`config.mk`:
```
export PLATFORM = sky130hd
export DESIGN_NAME = clock_generator
export DESIGN_NICKNAME = d
export VERILOG_FILES = /design/src/clkgen_pkg.sv /design/src/clock_generator.sv
export SDC_FILE = /design/constraint.sdc
export NUM_CORES = 1
export LEC_CHECK = 0
export ABC_AREA = 1
export BUFFER_PORTS_ARGS = -buffer_cell sky130_fd_sc_hd__buf_4
export CAP_MARGIN = 10
export CORE_MARGIN = 10
export CORE_UTILIZATION = 35
export DETAILED_ROUTE_END_ITERATION = 10
export SLEW_MARGIN = 20
export SYNTH_ARGS = -nofsm -noshare
export SYNTH_HDL_FRONTEND = slang
export SYNTH_SLANG_ARGS = --single-unit
```
`constraint.sdc`:
```
create_clock -name aclk -period 95.6 [get_ports aclk]
set_input_delay 0 -clock aclk [delete_from_list [all_inputs] [get_ports aclk]]
set_output_delay 0 -clock aclk [all_outputs]
set_load 0.02 [all_outputs]
```
`src/clkgen_pkg.sv`:
```
package clkgen_pkg;

	// Register byte offsets
	localparam logic [7:0] OFF_CTRL_ONE   = 8'h00;
	localparam logic [7:0] OFF_CTRL_TWO   = 8'h04;
	localparam logic [7:0] OFF_STAT_ONE   = 8'h08;
	localparam logic [7:0] OFF_STAT_TWO   = 8'h0c;
	localparam logic [7:0] OFF_FILTER     = 8'h10;
	localparam logic [7:0] OFF_TRIM       = 8'h14;
	localparam logic [7:0] OFF_IRQ_MASK   = 8'h18;

	// Control one fields
	localparam int CTL1_GAIN_BIT   = 7;
	localparam int CTL1_RANGE_BIT  = 6;
	localparam int CTL1_REFSEL_BIT = 5;
	localparam int CTL1_MODE_HI    = 4;
	localparam int CTL1_MODE_LO    = 3;
	localparam logic [7:0] CTL1_WMASK = 8'hfe;
	localparam logic [7:0] CTL1_RESET = 8'h00;

	// Control two fields
	localparam int CTL2_LOLRST_BIT = 7;
	localparam int CTL2_MUL_HI     = 6;
	localparam int CTL2_MUL_LO     = 4;
	localparam int CTL2_LOCRST_BIT = 3;
	localparam int CTL2_DIV_HI     = 2;
	localparam int CTL2_DIV_LO     = 0;
	localparam logic [7:0] CTL2_RESET = 8'h00;

	// Status one fields: sticky events (write one to clear), live mode and lock
	localparam int ST1_LOCK_LOSS_BIT  = 0;
	localparam int ST1_CLOCK_LOSS_BIT = 1;
	localparam int ST1_MODE_LO        = 2;
	localparam int ST1_MODE_HI        = 3;
	localparam int ST1_LOCK_BIT       = 4;
	localparam logic [1:0] EVENT_MASK_W = 2'h3;

	// Status two fields
	localparam int ST2_STABLE_BIT = 0;

	localparam logic [15:0] FILTER_USED   = 16'h0fff;
	localparam logic [11:0] FILTER_RESET  = 12'h800;
	localparam logic [7:0]  TRIM_RESET    = 8'h80;

	// Mode encodings
	localparam logic [1:0] MODE_SELF = 2'h0;
	localparam logic [1:0] MODE_BYP_EXT = 2'h2;
	localparam logic [1:0] MODE_FLL_INT = 2'h1;
	localparam logic [1:0] MODE_FLL_EXT = 2'h3;

	// Prescale factors and internal reference divider
	localparam logic [6:0] PRESCALE_LOW  = 7'h40;
	localparam logic [6:0] PRESCALE_HIGH = 7'h01;
	localparam logic [3:0] INT_REF_DIV   = 4'h7;

	// Timing
	localparam int CLK_HZ          = 50_000_000;
	localparam int MODE_DELAY_NS   = 200;
	localparam int MODE_DELAY_CYC  = (MODE_DELAY_NS * (CLK_HZ / 1_000_000) + 999) / 1000;
	localparam int SETTLE_US       = 20;
	localparam int SETTLE_CYC      = SETTLE_US * (CLK_HZ / 1_000_000);
	localparam int LOCK_TOL        = 2;

	// AXI responses
	localparam logic [1:0] RESP_OKAY   = 2'h0;
	localparam logic [1:0] RESP_SLVERR = 2'h2;

	typedef enum logic [2:0] {
		WR_IDLE = 3'b001,
		WR_RESP = 3'b010,
		WR_HOLD = 3'b100
	} wr_state_t;

	// Multiplication factor N = 4 + 2*code
	function automatic logic [4:0] mul_factor(input logic [2:0] code);
		return 5'(5'h4 + {code, 1'b0});
	endfunction

	// Division factor R = 2^code
	function automatic logic [7:0] div_factor(input logic [2:0] code);
		return 8'(8'h01 << code);
	endfunction

endpackage

```
`src/clock_generator.sv`:
```
// Contract
// [RQ1] Out of reset the generator is self-clocked, about 8 MHz out, 4 MHz bus.
// [RQ2] Control one bit 6 picks range: clear prescale 64, set prescale 1.
// [RQ3] Control one bits 4:3 pick mode: 11 engaged external, 01 engaged internal.
// [RQ4] Control one bit 5 requests crystal; ignored in engaged internal mode.
// [RQ5] Control one bit 7 picks oscillator gain; clear means low power.
// [RQ6] Control one bit 0 is unimplemented and reads zero.
// [RQ7] With bit 7 of control two clear, lock loss raises an interrupt.
// [RQ8] With bit 3 of control two clear, clock loss raises an interrupt.
// [RQ9] Control two bits 6:4 give multiplier N; 000 is 4, 011 is 10.
// [RQ10] Control two bits 2:0 give post divider R; 000 is 1, 001 is 2.
// [RQ11] Status one is read only except a write clears its interrupt flag; the code clears only the event flags written with one.
// [RQ12] Software waits for the oscillator stable bit before time critical work.
// [RQ13] Engaged modes let the loop adjust the 12-bit filter; bits 15:12 read zero.
// [RQ14] Trim register is written only when trimming the internal reference.
// [RQ15] Engaged internal output equals reference/7 times prescale times N over R.
// [RQ16] Engaged external output equals reference times prescale times N over R.
// [RQ17] Near maximum speed software trims with doubled R, then restores it.
// [RQ18] The mode status follows the mode select only after several cycles.
// [RQ19] Oscillator stable asserts only after the selected path has settled.
//
// The AXI4-Lite register port and the placing of the registers were chosen for this implementation.
module clock_generator
	import clkgen_pkg::*;
#(
	parameter int SETTLE_CYCLES = SETTLE_CYC,
	parameter int TARGET_W      = 24
) (
	input  wire logic                aclk,
	input  wire logic                aresetn,
	input  wire logic [7:0]          s_axi_awaddr,
	input  wire logic                s_axi_awvalid,
	output logic                     s_axi_awready,
	input  wire logic [31:0]         s_axi_wdata,
	input  wire logic [3:0]          s_axi_wstrb,
	input  wire logic                s_axi_wvalid,
	output logic                     s_axi_wready,
	output logic [1:0]               s_axi_bresp,
	output logic                     s_axi_bvalid,
	input  wire logic                s_axi_bready,
	input  wire logic [7:0]          s_axi_araddr,
	input  wire logic                s_axi_arvalid,
	output logic                     s_axi_arready,
	output logic [31:0]              s_axi_rdata,
	output logic [1:0]               s_axi_rresp,
	output logic                     s_axi_rvalid,
	input  wire logic                s_axi_rready,
	input  wire logic                ext_ref_pin,
	input  wire logic                int_ref_pin,
	input  wire logic                dco_pin,
	input  wire logic                ext_clock_lost,
	output logic [1:0]               clock_mode_status,
	output logic [TARGET_W-1:0]      target_freq_hz,
	output logic [11:0]              dco_filter_out,
	output logic                     oscillator_enable,
	output logic                     high_gain_select,
	output logic                     high_range_select,
	output logic                     lock_loss_reset_req,
	output logic                     clock_loss_reset_req,
	output logic                     irq
);

	// Pin synchronisers
	logic [1:0] ext_sync_r, int_sync_r, dco_sync_r, lost_sync_r;
	logic       ext_prev_r, int_prev_r, dco_prev_r;

	always_ff @(posedge aclk) begin
		if (!aresetn) begin
			ext_sync_r  <= 2'h0;
			int_sync_r  <= 2'h0;
			dco_sync_r  <= 2'h0;
			lost_sync_r <= 2'h0;
			ext_prev_r  <= 1'b0;
			int_prev_r  <= 1'b0;
			dco_prev_r  <= 1'b0;
		end else begin
			ext_sync_r  <= {ext_sync_r[0], ext_ref_pin};
			int_sync_r  <= {int_sync_r[0], int_ref_pin};
			dco_sync_r  <= {dco_sync_r[0], dco_pin};
			lost_sync_r <= {lost_sync_r[0], ext_clock_lost};
			ext_prev_r  <= ext_sync_r[1];
			int_prev_r  <= int_sync_r[1];
			dco_prev_r  <= dco_sync_r[1];
		end
	end

	logic ext_rise, int_rise, dco_rise;
	assign ext_rise = ext_sync_r[1] & ~ext_prev_r;
	assign int_rise = int_sync_r[1] & ~int_prev_r;
	assign dco_rise = dco_sync_r[1] & ~dco_prev_r;

	// Registers
	logic [7:0]  ctl1_r, ctl1_nxt, ctl2_r, ctl2_nxt, trim_r, trim_nxt;
	logic [1:0]  evt_r, evt_nxt, mask_r, mask_nxt;
	logic [11:0] filter_r, filter_nxt;
	logic [1:0]  mode_stat_r, mode_stat_nxt;
	logic [7:0]  mode_cnt_r, mode_cnt_nxt;
	logic [15:0] settle_r, settle_nxt;
	logic        stable_r, stable_nxt;
	logic        locked_r, locked_nxt, lost_prev_r, lost_prev_nxt;

	// Write channel
	wr_state_t   wst_r, wst_nxt;
	logic        aw_got_r, aw_got_nxt, w_got_r, w_got_nxt;
	logic [7:0]  waddr_r, waddr_nxt;
	logic [31:0] wdata_r, wdata_nxt;
	logic        wstrb0_r, wstrb0_nxt, wstrb1_r, wstrb1_nxt;
	logic [1:0]  bresp_nxt;
	logic        bvalid_nxt;
	logic        do_write;

	always_comb begin
		wst_nxt    = wst_r;
		aw_got_nxt = aw_got_r;
		w_got_nxt  = w_got_r;
		waddr_nxt  = waddr_r;
		wdata_nxt  = wdata_r;
		wstrb0_nxt = wstrb0_r;
		wstrb1_nxt = wstrb1_r;
		bresp_nxt  = s_axi_bresp;
		bvalid_nxt = s_axi_bvalid;
		do_write   = 1'b0;
		unique case (wst_r)
			WR_IDLE: begin
				if (s_axi_awvalid && s_axi_awready) begin
					aw_got_nxt = 1'b1;
					waddr_nxt  = s_axi_awaddr;
				end
				if (s_axi_wvalid && s_axi_wready) begin
					w_got_nxt  = 1'b1;
					wdata_nxt  = s_axi_wdata;
					wstrb0_nxt = s_axi_wstrb[0];
					wstrb1_nxt = s_axi_wstrb[1];
				end
				if (aw_got_r && w_got_r) begin
					wst_nxt = WR_RESP;
				end
			end
			WR_RESP: begin
				do_write   = 1'b1;
				bvalid_nxt = 1'b1;
				bresp_nxt  = (waddr_r[7:2] <= OFF_IRQ_MASK[7:2] && waddr_r[1:0] == 2'h0)
					? RESP_OKAY : RESP_SLVERR;
				wst_nxt    = WR_HOLD;
			end
			WR_HOLD: begin
				if (s_axi_bready) begin
					bvalid_nxt = 1'b0;
					aw_got_nxt = 1'b0;
					w_got_nxt  = 1'b0;
					wst_nxt    = WR_IDLE;
				end
			end
		endcase
	end

	always_ff @(posedge aclk) begin
		if (!aresetn) begin
			wst_r         <= WR_IDLE;
			aw_got_r      <= 1'b0;
			w_got_r       <= 1'b0;
			waddr_r       <= 8'h00;
			wdata_r       <= 32'h0000_0000;
			wstrb0_r      <= 1'b0;
			wstrb1_r      <= 1'b0;
			s_axi_bresp   <= RESP_OKAY;
			s_axi_bvalid  <= 1'b0;
			s_axi_awready <= 1'b0;
			s_axi_wready  <= 1'b0;
		end else begin
			wst_r         <= wst_nxt;
			aw_got_r      <= aw_got_nxt;
			w_got_r       <= w_got_nxt;
			waddr_r       <= waddr_nxt;
			wdata_r       <= wdata_nxt;
			wstrb0_r      <= wstrb0_nxt;
			wstrb1_r      <= wstrb1_nxt;
			s_axi_bresp   <= bresp_nxt;
			s_axi_bvalid  <= bvalid_nxt;
			s_axi_awready <= (wst_nxt == WR_IDLE) && !aw_got_nxt;
			s_axi_wready  <= (wst_nxt == WR_IDLE) && !w_got_nxt;
		end
	end

	// Lane decode of the pending write
	logic wr_ctl1, wr_ctl2, wr_st1, wr_flt_lo, wr_flt_hi, wr_trim, wr_mask;
	assign wr_ctl1   = do_write && wstrb0_r && waddr_r == OFF_CTRL_ONE;
	assign wr_ctl2   = do_write && wstrb0_r && waddr_r == OFF_CTRL_TWO;
	assign wr_st1    = do_write && wstrb0_r && waddr_r == OFF_STAT_ONE;
	assign wr_flt_lo = do_write && wstrb0_r && waddr_r == OFF_FILTER;
	assign wr_flt_hi = do_write && wstrb1_r && waddr_r == OFF_FILTER;
	assign wr_trim   = do_write && wstrb0_r && waddr_r == OFF_TRIM;
	assign wr_mask   = do_write && wstrb0_r && waddr_r == OFF_IRQ_MASK;

	// Frequency model
	logic [1:0]  mode_sel;
	logic [6:0]  prescale;
	logic [4:0]  n_fac;
	logic [7:0]  r_fac;
	logic        engaged;
	logic [31:0] ref_hz;
	logic [TARGET_W-1:0] target_nxt;
	logic [15:0] meas_cnt_r, meas_cnt_nxt, dco_cnt_r, dco_cnt_nxt;
	logic [15:0] want_cnt;

	assign mode_sel = ctl1_r[CTL1_MODE_HI:CTL1_MODE_LO];                        // RQ3
	assign prescale = ctl1_r[CTL1_RANGE_BIT] ? PRESCALE_HIGH : PRESCALE_LOW;    // RQ2
	assign n_fac    = mul_factor(ctl2_r[CTL2_MUL_HI:CTL2_MUL_LO]);              // RQ9
	assign r_fac    = div_factor(ctl2_r[CTL2_DIV_HI:CTL2_DIV_LO]);              // RQ10
	assign engaged  = mode_stat_r[0];

	always_comb begin
		ref_hz = 32'h0;
		unique case (mode_stat_r)
			MODE_FLL_INT: ref_hz = 32'd243_000 / 32'(INT_REF_DIV);            // RQ15
			MODE_FLL_EXT: ref_hz = 32'd4_000_000;                             // RQ16
			default:      ref_hz = 32'd8_000_000;                             // RQ1
		endcase
		if (engaged) begin
			target_nxt = TARGET_W'(ref_hz * 32'(prescale) * 32'(n_fac) / 32'(r_fac)); // RQ15 RQ16
		end else begin
			target_nxt = TARGET_W'(ref_hz / 32'(r_fac));
		end
		// Loop counts DCO edges per reference edge and steers the filter toward N*P
		want_cnt = 16'(16'(prescale) * 16'(n_fac));
	end

	// Mode status, settling, loop and event logic
	always_comb begin
		ctl1_nxt      = ctl1_r;
		ctl2_nxt      = ctl2_r;
		trim_nxt      = trim_r;
		mask_nxt      = mask_r;
		filter_nxt    = filter_r;
		mode_stat_nxt = mode_stat_r;
		mode_cnt_nxt  = mode_cnt_r;
		settle_nxt    = settle_r;
		stable_nxt    = stable_r;
		locked_nxt    = locked_r;
		meas_cnt_nxt  = meas_cnt_r;
		dco_cnt_nxt   = dco_cnt_r;
		lost_prev_nxt = lost_sync_r[1];
		evt_nxt       = evt_r;

		if (wr_ctl1) ctl1_nxt = wdata_r[7:0] & CTL1_WMASK;                  // RQ6
		if (wr_ctl2) ctl2_nxt = wdata_r[7:0];
		if (wr_trim) trim_nxt = wdata_r[7:0];                                // RQ14
		if (wr_mask) mask_nxt = wdata_r[1:0] & EVENT_MASK_W;
		if (!engaged && wr_flt_lo) filter_nxt[7:0] = wdata_r[7:0];
		if (!engaged && wr_flt_hi) filter_nxt[11:8] = wdata_r[11:8];
		if (wr_st1) evt_nxt = evt_r & ~wdata_r[1:0];                         // RQ11

		if (!stable_r) begin
			if (settle_r == 16'(SETTLE_CYCLES)) begin
				stable_nxt = 1'b1;                                               // RQ19
			end else begin
				settle_nxt = 16'(settle_r + 16'h1);
			end
		end

		// Mode status trails the select by a fixed delay
		if (mode_sel != mode_stat_r) begin
			if (mode_cnt_r == 8'(MODE_DELAY_CYC)) begin
				mode_stat_nxt = mode_sel;                                        // RQ18
				mode_cnt_nxt  = 8'h00;
				settle_nxt    = 16'h0;
				stable_nxt    = 1'b0;
				locked_nxt    = 1'b0;
			end else begin
				mode_cnt_nxt = 8'(mode_cnt_r + 8'h01);
			end
		end else begin
			mode_cnt_nxt = 8'h00;
		end

		// Frequency lock loop on measured edges
		if (dco_rise) dco_cnt_nxt = 16'(dco_cnt_r + 16'h1);
		if (engaged && (mode_stat_r == MODE_FLL_INT ? int_rise : ext_rise)) begin
			if (dco_cnt_r < want_cnt - 16'(LOCK_TOL)) begin
				if (filter_r != 12'hfff) filter_nxt = 12'(filter_r + 12'h1);    // RQ13
				locked_nxt = 1'b0;
			end else if (dco_cnt_r > want_cnt + 16'(LOCK_TOL)) begin
				if (filter_r != 12'h000) filter_nxt = 12'(filter_r - 12'h1);    // RQ13
				locked_nxt = 1'b0;
			end else begin
				locked_nxt = 1'b1;
			end
			dco_cnt_nxt  = 16'h0;
			meas_cnt_nxt = 16'(meas_cnt_r + 16'h1);
		end

		// Sticky events; set wins over clear
		if (locked_r && !locked_nxt && engaged && !ctl2_r[CTL2_LOLRST_BIT]) begin
			evt_nxt[ST1_LOCK_LOSS_BIT] = 1'b1;                                   // RQ7
		end
		if (lost_sync_r[1] && !lost_prev_r && mode_stat_r[1]
			&& !ctl2_r[CTL2_LOCRST_BIT]) begin
			evt_nxt[ST1_CLOCK_LOSS_BIT] = 1'b1;                                  // RQ8
		end
	end

	always_ff @(posedge aclk) begin
		if (!aresetn) begin
			ctl1_r               <= CTL1_RESET;
			ctl2_r               <= CTL2_RESET;
			trim_r               <= TRIM_RESET;
			mask_r               <= 2'h0;
			evt_r                <= 2'h0;
			filter_r             <= FILTER_RESET;
			mode_stat_r          <= MODE_SELF;                                   // RQ1
			mode_cnt_r           <= 8'h00;
			settle_r             <= 16'h0;
			stable_r             <= 1'b0;
			locked_r             <= 1'b0;
			lost_prev_r          <= 1'b0;
			meas_cnt_r           <= 16'h0;
			dco_cnt_r            <= 16'h0;
			clock_mode_status    <= MODE_SELF;
			target_freq_hz       <= '0;
			dco_filter_out       <= FILTER_RESET;
			oscillator_enable    <= 1'b0;
			high_gain_select     <= 1'b0;
			high_range_select    <= 1'b0;
			lock_loss_reset_req  <= 1'b0;
			clock_loss_reset_req <= 1'b0;
			irq                  <= 1'b0;
		end else begin
			ctl1_r               <= ctl1_nxt;
			ctl2_r               <= ctl2_nxt;
			trim_r               <= trim_nxt;
			mask_r               <= mask_nxt;
			evt_r                <= evt_nxt;
			filter_r             <= filter_nxt;
			mode_stat_r          <= mode_stat_nxt;
			mode_cnt_r           <= mode_cnt_nxt;
			settle_r             <= settle_nxt;
			stable_r             <= stable_nxt;
			locked_r             <= locked_nxt;
			lost_prev_r          <= lost_prev_nxt;
			meas_cnt_r           <= meas_cnt_nxt;
			dco_cnt_r            <= dco_cnt_nxt;
			clock_mode_status    <= mode_stat_nxt;
			target_freq_hz       <= target_nxt;
			dco_filter_out       <= filter_nxt;
			oscillator_enable    <= ctl1_nxt[CTL1_REFSEL_BIT]
				&& mode_sel != MODE_FLL_INT;                                     // RQ4
			high_gain_select     <= ctl1_nxt[CTL1_GAIN_BIT];                      // RQ5
			high_range_select    <= ctl1_nxt[CTL1_RANGE_BIT];
			lock_loss_reset_req  <= locked_r && !locked_nxt && engaged
				&& ctl2_r[CTL2_LOLRST_BIT];
			clock_loss_reset_req <= lost_sync_r[1] && !lost_prev_r && mode_stat_r[1]
				&& ctl2_r[CTL2_LOCRST_BIT];
			irq                  <= |(evt_nxt & mask_nxt);
		end
	end

	// Read channel
	logic [31:0] rdata_nxt;
	logic [1:0]  rresp_nxt;
	logic        rvalid_nxt, arready_nxt;

	always_comb begin
		rdata_nxt   = s_axi_rdata;
		rresp_nxt   = s_axi_rresp;
		rvalid_nxt  = s_axi_rvalid;
		arready_nxt = s_axi_arready;
		if (s_axi_rvalid && s_axi_rready) begin
			rvalid_nxt  = 1'b0;
			arready_nxt = 1'b1;
		end
		if (s_axi_arvalid && s_axi_arready) begin
			rvalid_nxt  = 1'b1;
			arready_nxt = 1'b0;
			rresp_nxt   = RESP_OKAY;
			rdata_nxt   = 32'h0;
			unique case (s_axi_araddr)
				OFF_CTRL_ONE: rdata_nxt[7:0] = ctl1_r;                           // RQ6
				OFF_CTRL_TWO: rdata_nxt[7:0] = ctl2_r;
				OFF_STAT_ONE: rdata_nxt[7:0] = {3'h0, locked_r, mode_stat_r, evt_r};
				OFF_STAT_TWO: rdata_nxt[ST2_STABLE_BIT] = stable_r;              // RQ12
				OFF_FILTER:   rdata_nxt[15:0] = {4'h0, filter_r} & FILTER_USED;  // RQ13
				OFF_TRIM:     rdata_nxt[7:0] = trim_r;
				OFF_IRQ_MASK: rdata_nxt[1:0] = mask_r;
				default:      rresp_nxt = RESP_SLVERR;
			endcase
		end
	end

	always_ff @(posedge aclk) begin
		if (!aresetn) begin
			s_axi_rdata   <= 32'h0;
			s_axi_rresp   <= RESP_OKAY;
			s_axi_rvalid  <= 1'b0;
			s_axi_arready <= 1'b1;
		end else begin
			s_axi_rdata   <= rdata_nxt;
			s_axi_rresp   <= rresp_nxt;
			s_axi_rvalid  <= rvalid_nxt;
			s_axi_arready <= arready_nxt;
		end
	end

endmodule

```
==> results of run 1 <==
## worst max-delay path, delay by kind of cell (launching register included)
| kind | cells | cell delay [ns] |
|---|---|---|
| XOR/XNOR | 1 | 0.37 |
| adder cells (fa/ha/maj) | 37 | 12.54 |
| AND/OR/NAND/NOR | 199 | 28.68 |
| AO/OA/AOI/OAI | 150 | 29.08 |
| buffers and inverters | 79 | 9.68 |
| flip-flops | 1 | 0.32 |
## per-layer routing
| layer | wire length [um] | vias up |
|---|---|---|
| met5 | 0 | - |
| met4 | 2290 | 0 |
| met3 | 3620 | 121 |
| met2 | 48300 | 629 |
| met1 | 48900 | 16600 |
| li1 | - | 19400 |
## state kept, by name (all words and copies together) (netlist names), 2 cells and up
register / flops
ctl1_r: 6
ctl2_r: 8
dco_cnt_r: 16
dco_sync_r: 2
evt_r: 2
ext_sync_r: 2
filter_r: 12
int_sync_r: 2
lost_sync_r: 2
mask_r: 2
mode_cnt_r: 8
mode_stat_r: 2
s_axi_rdata: 12
settle_r: 16
target_freq_hz: 24
trim_r: 8
waddr_r: 8
wdata_r: 12
wst_r: 3
## repair_timing
action / CTS / global route
hold buffers: 33 / 0
setup buffers: 0 / 0
endpoints found under the hold margin: 42 / 0
## final cells by class
type | instances | area, um2 | share of cell area
clock buffers | 17 | 425 | 0.0109
clock inverters | 15 | 201 | 0.00518
flip-flops and latches | 169 | 3380 | 0.0870
repair buffers | 150 | 1210 | 0.0311
diodes | 1 | 2.50 | 0.0000643
well taps | 1368 | 1710 | 0.0440
multi-input cells | 4727 | 28300 | 0.726
inverters | 968 | 3720 | 0.0956
## cell families (layout without fill, tap and decap cells)
| family | after synthesis | after routing |
|---|---|---|
| and+or+nand+nor | 3255 | 3255 |
| AOI/OAI and AO/OA | 833 | 833 |
| other | 2 | 31 |
| xor gates and xnor gates | 238 | 238 |
| DFF | 169 | 169 |
| adders and majority gates | 371 | 371 |
| buffers and inverters | 1088 | 1150 |
## final timing paths
path	start	endpoint	slack, ns
hold reg to reg	int_sync_r[1]	int_prev_r	0.41
setup / recovery	mode_stat_r[0]	target_freq_hz[0]	14.49
setup reg to reg	mode_stat_r[0]	target_freq_hz[0]	14.49
hold / removal	s_axi_araddr[2]	s_axi_rdata[1]	0.06
## cell usage in the layout, fill, tap and decap left out, types with 28 or more instances in the layout
master	count
dlygate4sd3_1	33
nand3_2	127
nor2_4	50
o21ai_0	320
ha_1	330
conb_1	30
xor2_1	164
nand3_4	28
nor3_1	70
dfxtp_1	168
buf_4	117
o21ai_2	28
nand3_1	428
clkinv_1	29
nand2_2	145
a21oi_1	258
inv_2	57
nor2_2	59
nand4_1	154
nor2_1	653
fa_1	41
xnor2_1	72
nand2_1	1365
nand2_4	52
o21ai_1	47
nand3b_1	32
inv_1	856
## through the flow
| step | instances | utilization | hold slack (ns) |
|---|---|---|---|
| after global routing | 7415 | 0.381 | 0.0921 |
| final | 7415 | 0.381 | 0.0624 |
| after floorplan | 5984 | - | 0.0976 |
| after detailed placement | 7349 | 0.372 | 0.198 |
| after global placement | 7349 | 0.372 | 0.194 |
| after CTS | 7414 | 0.381 | 0.0138 |
==> flow_metrics.py, run 1 <==
metrics = {
    "place": {
        "gp_congestion": 0.891,
        "place_ws_ns": 14.63,
        "hpwl_um": 84100,
        "place_area_mm2": 0.0380,
        "port_buffers": 103,
    },
    "route": {
        "firstDrtPassIters": 5,
        "routed_via_density": 4.95,
        "vias": 36700,
        "wl_per_cell_um": 13.9,
        "first_iter_violations": 2334,
        "drt_wl_total_um": 103000,
        "ant_nets": 0,
        "drc": 0,
    },
    "synthesis": {
        "yosys_register_bits": 169,
        "synth_area_mm2": 0.0362,
        "synthSimpleGateAreaFrac": 0.450,
        "synth_ff_type": "dfxtp_1",
        "yosysWarnings": 0,
        "yosysUniqueCellTypes": 84,
        "synth_area_per_cell_um2": 6.08,
        "syn-instance-count": 5956,
        "synth_compound_gate_area_share": 0.133,
        "yosysTopAreaCellShare": 0.142,
        "synthArstFlopShare": 0,
        "synth_mux_area_frac": 0,
        "yosys-top-cells-area": "nand2_1 14%, ha_1 11%, dfxtp_1 9.3%, inv_1 8.9%, nor2_1 6.8%",
        "synth_edf_count": 0,
        "synth_common_cells": "1368 x nand2_1, 857 x inv_1, 653 x nor2_1",
        "synth-xor-area-share": 0.0580,
        "synth_top_family_by_area": "simple AND/OR/NAND/NOR gates",
        "ys_seq_area_frac": 0.0935,
        "synth_fa_ha_area_frac": 0.137,
        "yosysTopAreaCell": "nand2_1",
        "yosysMostFrequentCell": "nand2_1",
    },
    "clocking": {
        "root_buffer": "clkbuf_16",
        "clkTransAtPathRegs_ns": 0.08,
        "htree_levels": 4,
        "clock_latency_ns": 0.50,
        "ctsLongestPathBuffers": 2,
        "cts_inserted_buffers": 17,
        "cts.sinks": 169,
        "cts_resized": 0,
        "cts_tree": "done",
    },
    "status": {
        "status": "finished, final reports clean",
    },
    "layout": {
        "syn_to_final_growth_pct": 7.53,
        "postLayoutCellArea_mm2": 0.0389,
        "drive_above_1_share": 0.133,
        "layout.nets": 6467,
        "num-fill-cells": 11300,
    },
    "global_routing": {
        "gr-usage-all-layers": 0.173,
        "grt-busiest-layer": "met2",
        "grt_max_degree": 55,
        "grt_pass1_vias": 34500,
        "antenna_found_initial": 1,
        "grt_pass1_wl_um": 171000,
        "gr-total-overflow": 0,
        "use_met3": 0.0179,
        "grtUsageMet2": 0.297,
        "use_met1": 0.227,
    },
    "critical_path": {
        "arrival_ns": 81.46,
        "max_stage_delay_ns": 0.56,
        "required_ns": 95.96,
        "r2r.worst_path.cells": 466,
        "worstSetupEndpointType": "flop",
        "startpoint_type": "flop",
        "critPathMaxFanout": 45,
        "slowest_stage": "nand3_2",
        "crit_type": "reg2reg",
        "path_common_cell": "nand2_1",
    },
    "floorplan": {
        "initial_utilization": 0.354,
        "die_area_mm2": 0.117,
        "num_io_pins": 148,
        "die_x_um": 342,
        "coreArea_mm2": 0.102,
        "num_rows": 117,
        "die_h_um": 342,
    },
    "sta": {
        "finalSetupViolCount": 0,
        "skew_ns": 0.0235,
        "tightest_slew_ns": 1.16,
        "min_period_ns": 81.11,
        "final_hold_viol_count": 0,
        "timing.max_slew.rel_slack": 0.222,
        "setup_tns_ns": 0,
        "layout_setup_ws_ns": 14.49,
        "fmax_mhz": 12.3,
        "period_share": 0.848,
        "rsz0062_at_grt": "no",
        "maxSlewViolCount": 0,
    },
    "min_path": {
        "worstHoldPathType": "in2reg",
        "min_path_cells": 6,
    },
    "flow_run": {
        "cap_viol_max_count": 0,
    },
}
Power of run 1 is not shown: default switching activity piles up to over one toggle a cycle in this logic, so the estimate is an artifact.
==> inputs of run 2 (changes only) <==
==> constraint.sdc (replaced) <==
create_clock -name aclk -period 78.3 [get_ports aclk]
set_input_delay 0 -clock aclk [delete_from_list [all_inputs] [get_ports aclk]]
set_output_delay 0 -clock aclk [all_outputs]
set_load 0.02 [all_outputs]
==> run 2 against run 1 <==
  * Clock-buffer cell count up 1
  * Critical endpoint unchanged
  * Setup slack worse by 7.1 ns
  * Die area unchanged
  * Register-to-register slack worse by 7.1 ns
  * Maximum frequency up 14%
  * Clock skew down 0.0022 ns
  * Cell count up 1.2%
  * Global-route usage about the same
==> flow_metrics.py, run 2 (same netlist as run 1, synthesis figures left out) <==
metrics = {
    "sta": {
        "final_hold_viol_count": 0,
        "period_share": 0.906,
        "tightest_slew_ns": 1.05,
        "skew_ns": 0.0213,
        "fmax_mhz": 14.1,
        "min_period_ns": 70.95,
        "maxSlewViolCount": 0,
        "finalSetupViolCount": 0,
        "timing.max_slew.rel_slack": 0.295,
    },
    "layout": {
        "mostFrequentLayoutCells": "1364 x nand2_1, 849 x inv_1, 648 x nor2_1",
        "multi_input_comb_area_mm2": 0.0285,
        "postLayoutCellArea_mm2": 0.0398,
        "syn_to_final_growth_pct": 10.0,
        "reg_top3": "target_freq_hz: 24 flops, dco_cnt_r: 16 flops, settle_r: 16 flops",
        "largest_reg_flops": 24,
        "fin_cells": 7507,
        "regArea_mm2": 0.00339,
        "drive_above_1_share": 0.152,
        "layout.nets": 6558,
        "num-fill-cells": 11200,
        "top_register": "target_freq_hz",
        "final_common_cell": "nand2_1",
    },
    "critical_path": {
        "startpoint_type": "flop",
        "r2r-start": "ctl2_r[5]",
        "crit_end": "target_freq_hz[0]",
        "path_common_cell": "nand2_1",
        "required_ns": 78.65,
        "arrival_ns": 71.31,
        "regToRegSetupSlack_ns": 7.35,
        "worstSetupEndpointType": "flop",
        "critPathMaxFanout": 20,
        "r2r_end": "target_freq_hz[0]",
        "max_stage_delay_ns": 0.71,
        "crit_start": "ctl2_r[5]",
        "r2r.worst_path.cells": 475,
        "slowest_stage": "dfxtp_1",
        "crit_type": "reg2reg",
    },
    "route": {
        "wl_per_cell_um": 14.1,
        "firstDrtPassIters": 6,
        "routed_via_density": 4.99,
        "drt_wl_total_um": 106000,
        "ant_nets": 0,
        "first_iter_violations": 2060,
        "vias": 37400,
        "drc": 0,
    },
    "clocking": {
        "clock_latency_ns": 0.49,
        "root_buffer": "clkbuf_16",
        "htree_levels": 4,
        "ctsLongestPathBuffers": 2,
        "cts_tree": "done",
        "cts_inserted_buffers": 17,
        "cts.sinks": 169,
        "clkTransAtPathRegs_ns": 0.08,
    },
    "place": {
        "port_buffers": 103,
        "placedCellCount": 7400,
        "gp_congestion": 0.887,
        "hpwl_um": 85100,
        "place_area_mm2": 0.0383,
    },
    "global_routing": {
        "gr-total-overflow": 0,
        "grt_pass1_vias": 34500,
        "antenna_found_initial": 1,
        "grt_max_degree": 56,
        "gr-usage-all-layers": 0.173,
        "grt_pass1_wl_um": 171000,
    },
    "floorplan": {
        "initial_utilization": 0.354,
        "num_io_pins": 148,
        "coreArea_mm2": 0.102,
        "die_h_um": 342,
        "die_area_mm2": 0.117,
        "die_x_um": 342,
        "num_rows": 117,
    },
    "flow_run": {
        "cap_viol_max_count": 0,
    },
    "min_path": {
        "worstHoldPathType": "in2reg",
    },
    "status": {
        "status": "finished, final reports clean",
    },
}
[run 2: how the worst min path moves through the flow]
| stage | from | endpoint | slack, ns | cells after the start |
|---|---|---|---|---|
| finish | s_axi_awvalid | waddr_r[3] | 0.06 | 3 |
| global route | s_axi_awvalid | waddr_r[3] | 0.08 | 3 |
| CTS | s_axi_awvalid | waddr_r[3] | 0.02 | 3 |
| detailed placement | ext_clock_lost | lost_sync_r[0] | 0.19 | 3 |
| global placement | ext_clock_lost | lost_sync_r[0] | 0.18 | 3 |
| floorplan | dco_pin | dco_sync_r[0] | 0.1 | 2 |
[run 2: final cells by class]
cell class	instances	share of cell area
Multi-Input combinational cell	4732	0.715
Inverter	968	0.0942
Sequential cell	169	0.0850
Timing Repair Buffer	235	0.0467
Tap cell	1368	0.0430
Clock buffer	18	0.0110
Clock inverter	14	0.00440
Timing Repair inverter	1	0.000126
Antenna cell	2	0.000126
[run 2: repair_timing]
item                       in CTS  in global routing
hold endpoints to repair       37                  0
resized for setup               0                 61
setup buffers                   0                 37
hold buffers                   30                  0
setup endpoints to repair       0                  4
[run 2: routing by layer]
layer / track usage / vias to the layer above / routed length [um]
met5: 0 / - / 0
met4: 0.0428 / 0 / 2140
met3: 0.0145 / 108 / 3230
met2: 0.301 / 605 / 49900
met1: 0.228 / 17100 / 50400
li1: - / 19700 / -
[run 2: worst max-delay path: cells and delay by family, from the launching register on]
kind / cells / cell delay [ns]
AOI/OAI and AO/OA: 147 / 24.69
buffers and inverters: 83 / 8.55
adders and majority gates: 37 / 11.87
and+or+nand+nor: 208 / 24.65
DFF: 1 / 0.71
[run 2: stage by stage]
| stage | TNS, ns | worst slack, ns | utilization | hold slack [ns] |
|---|---|---|---|---|
| after floorplan | 0 | 9.64 | - | 0.0976 |
| after global placement | 0 | 2.90 | 0.375 | 0.185 |
| after detailed placement | 0 | 1.57 | 0.375 | 0.188 |
| after CTS | 0 | 1.38 | 0.384 | 0.0159 |
| after global routing | -0.221 | -0.221 | 0.390 | 0.0781 |
| final | 0 | 7.35 | 0.390 | 0.0565 |
Power of run 2 is left out for the same reason.
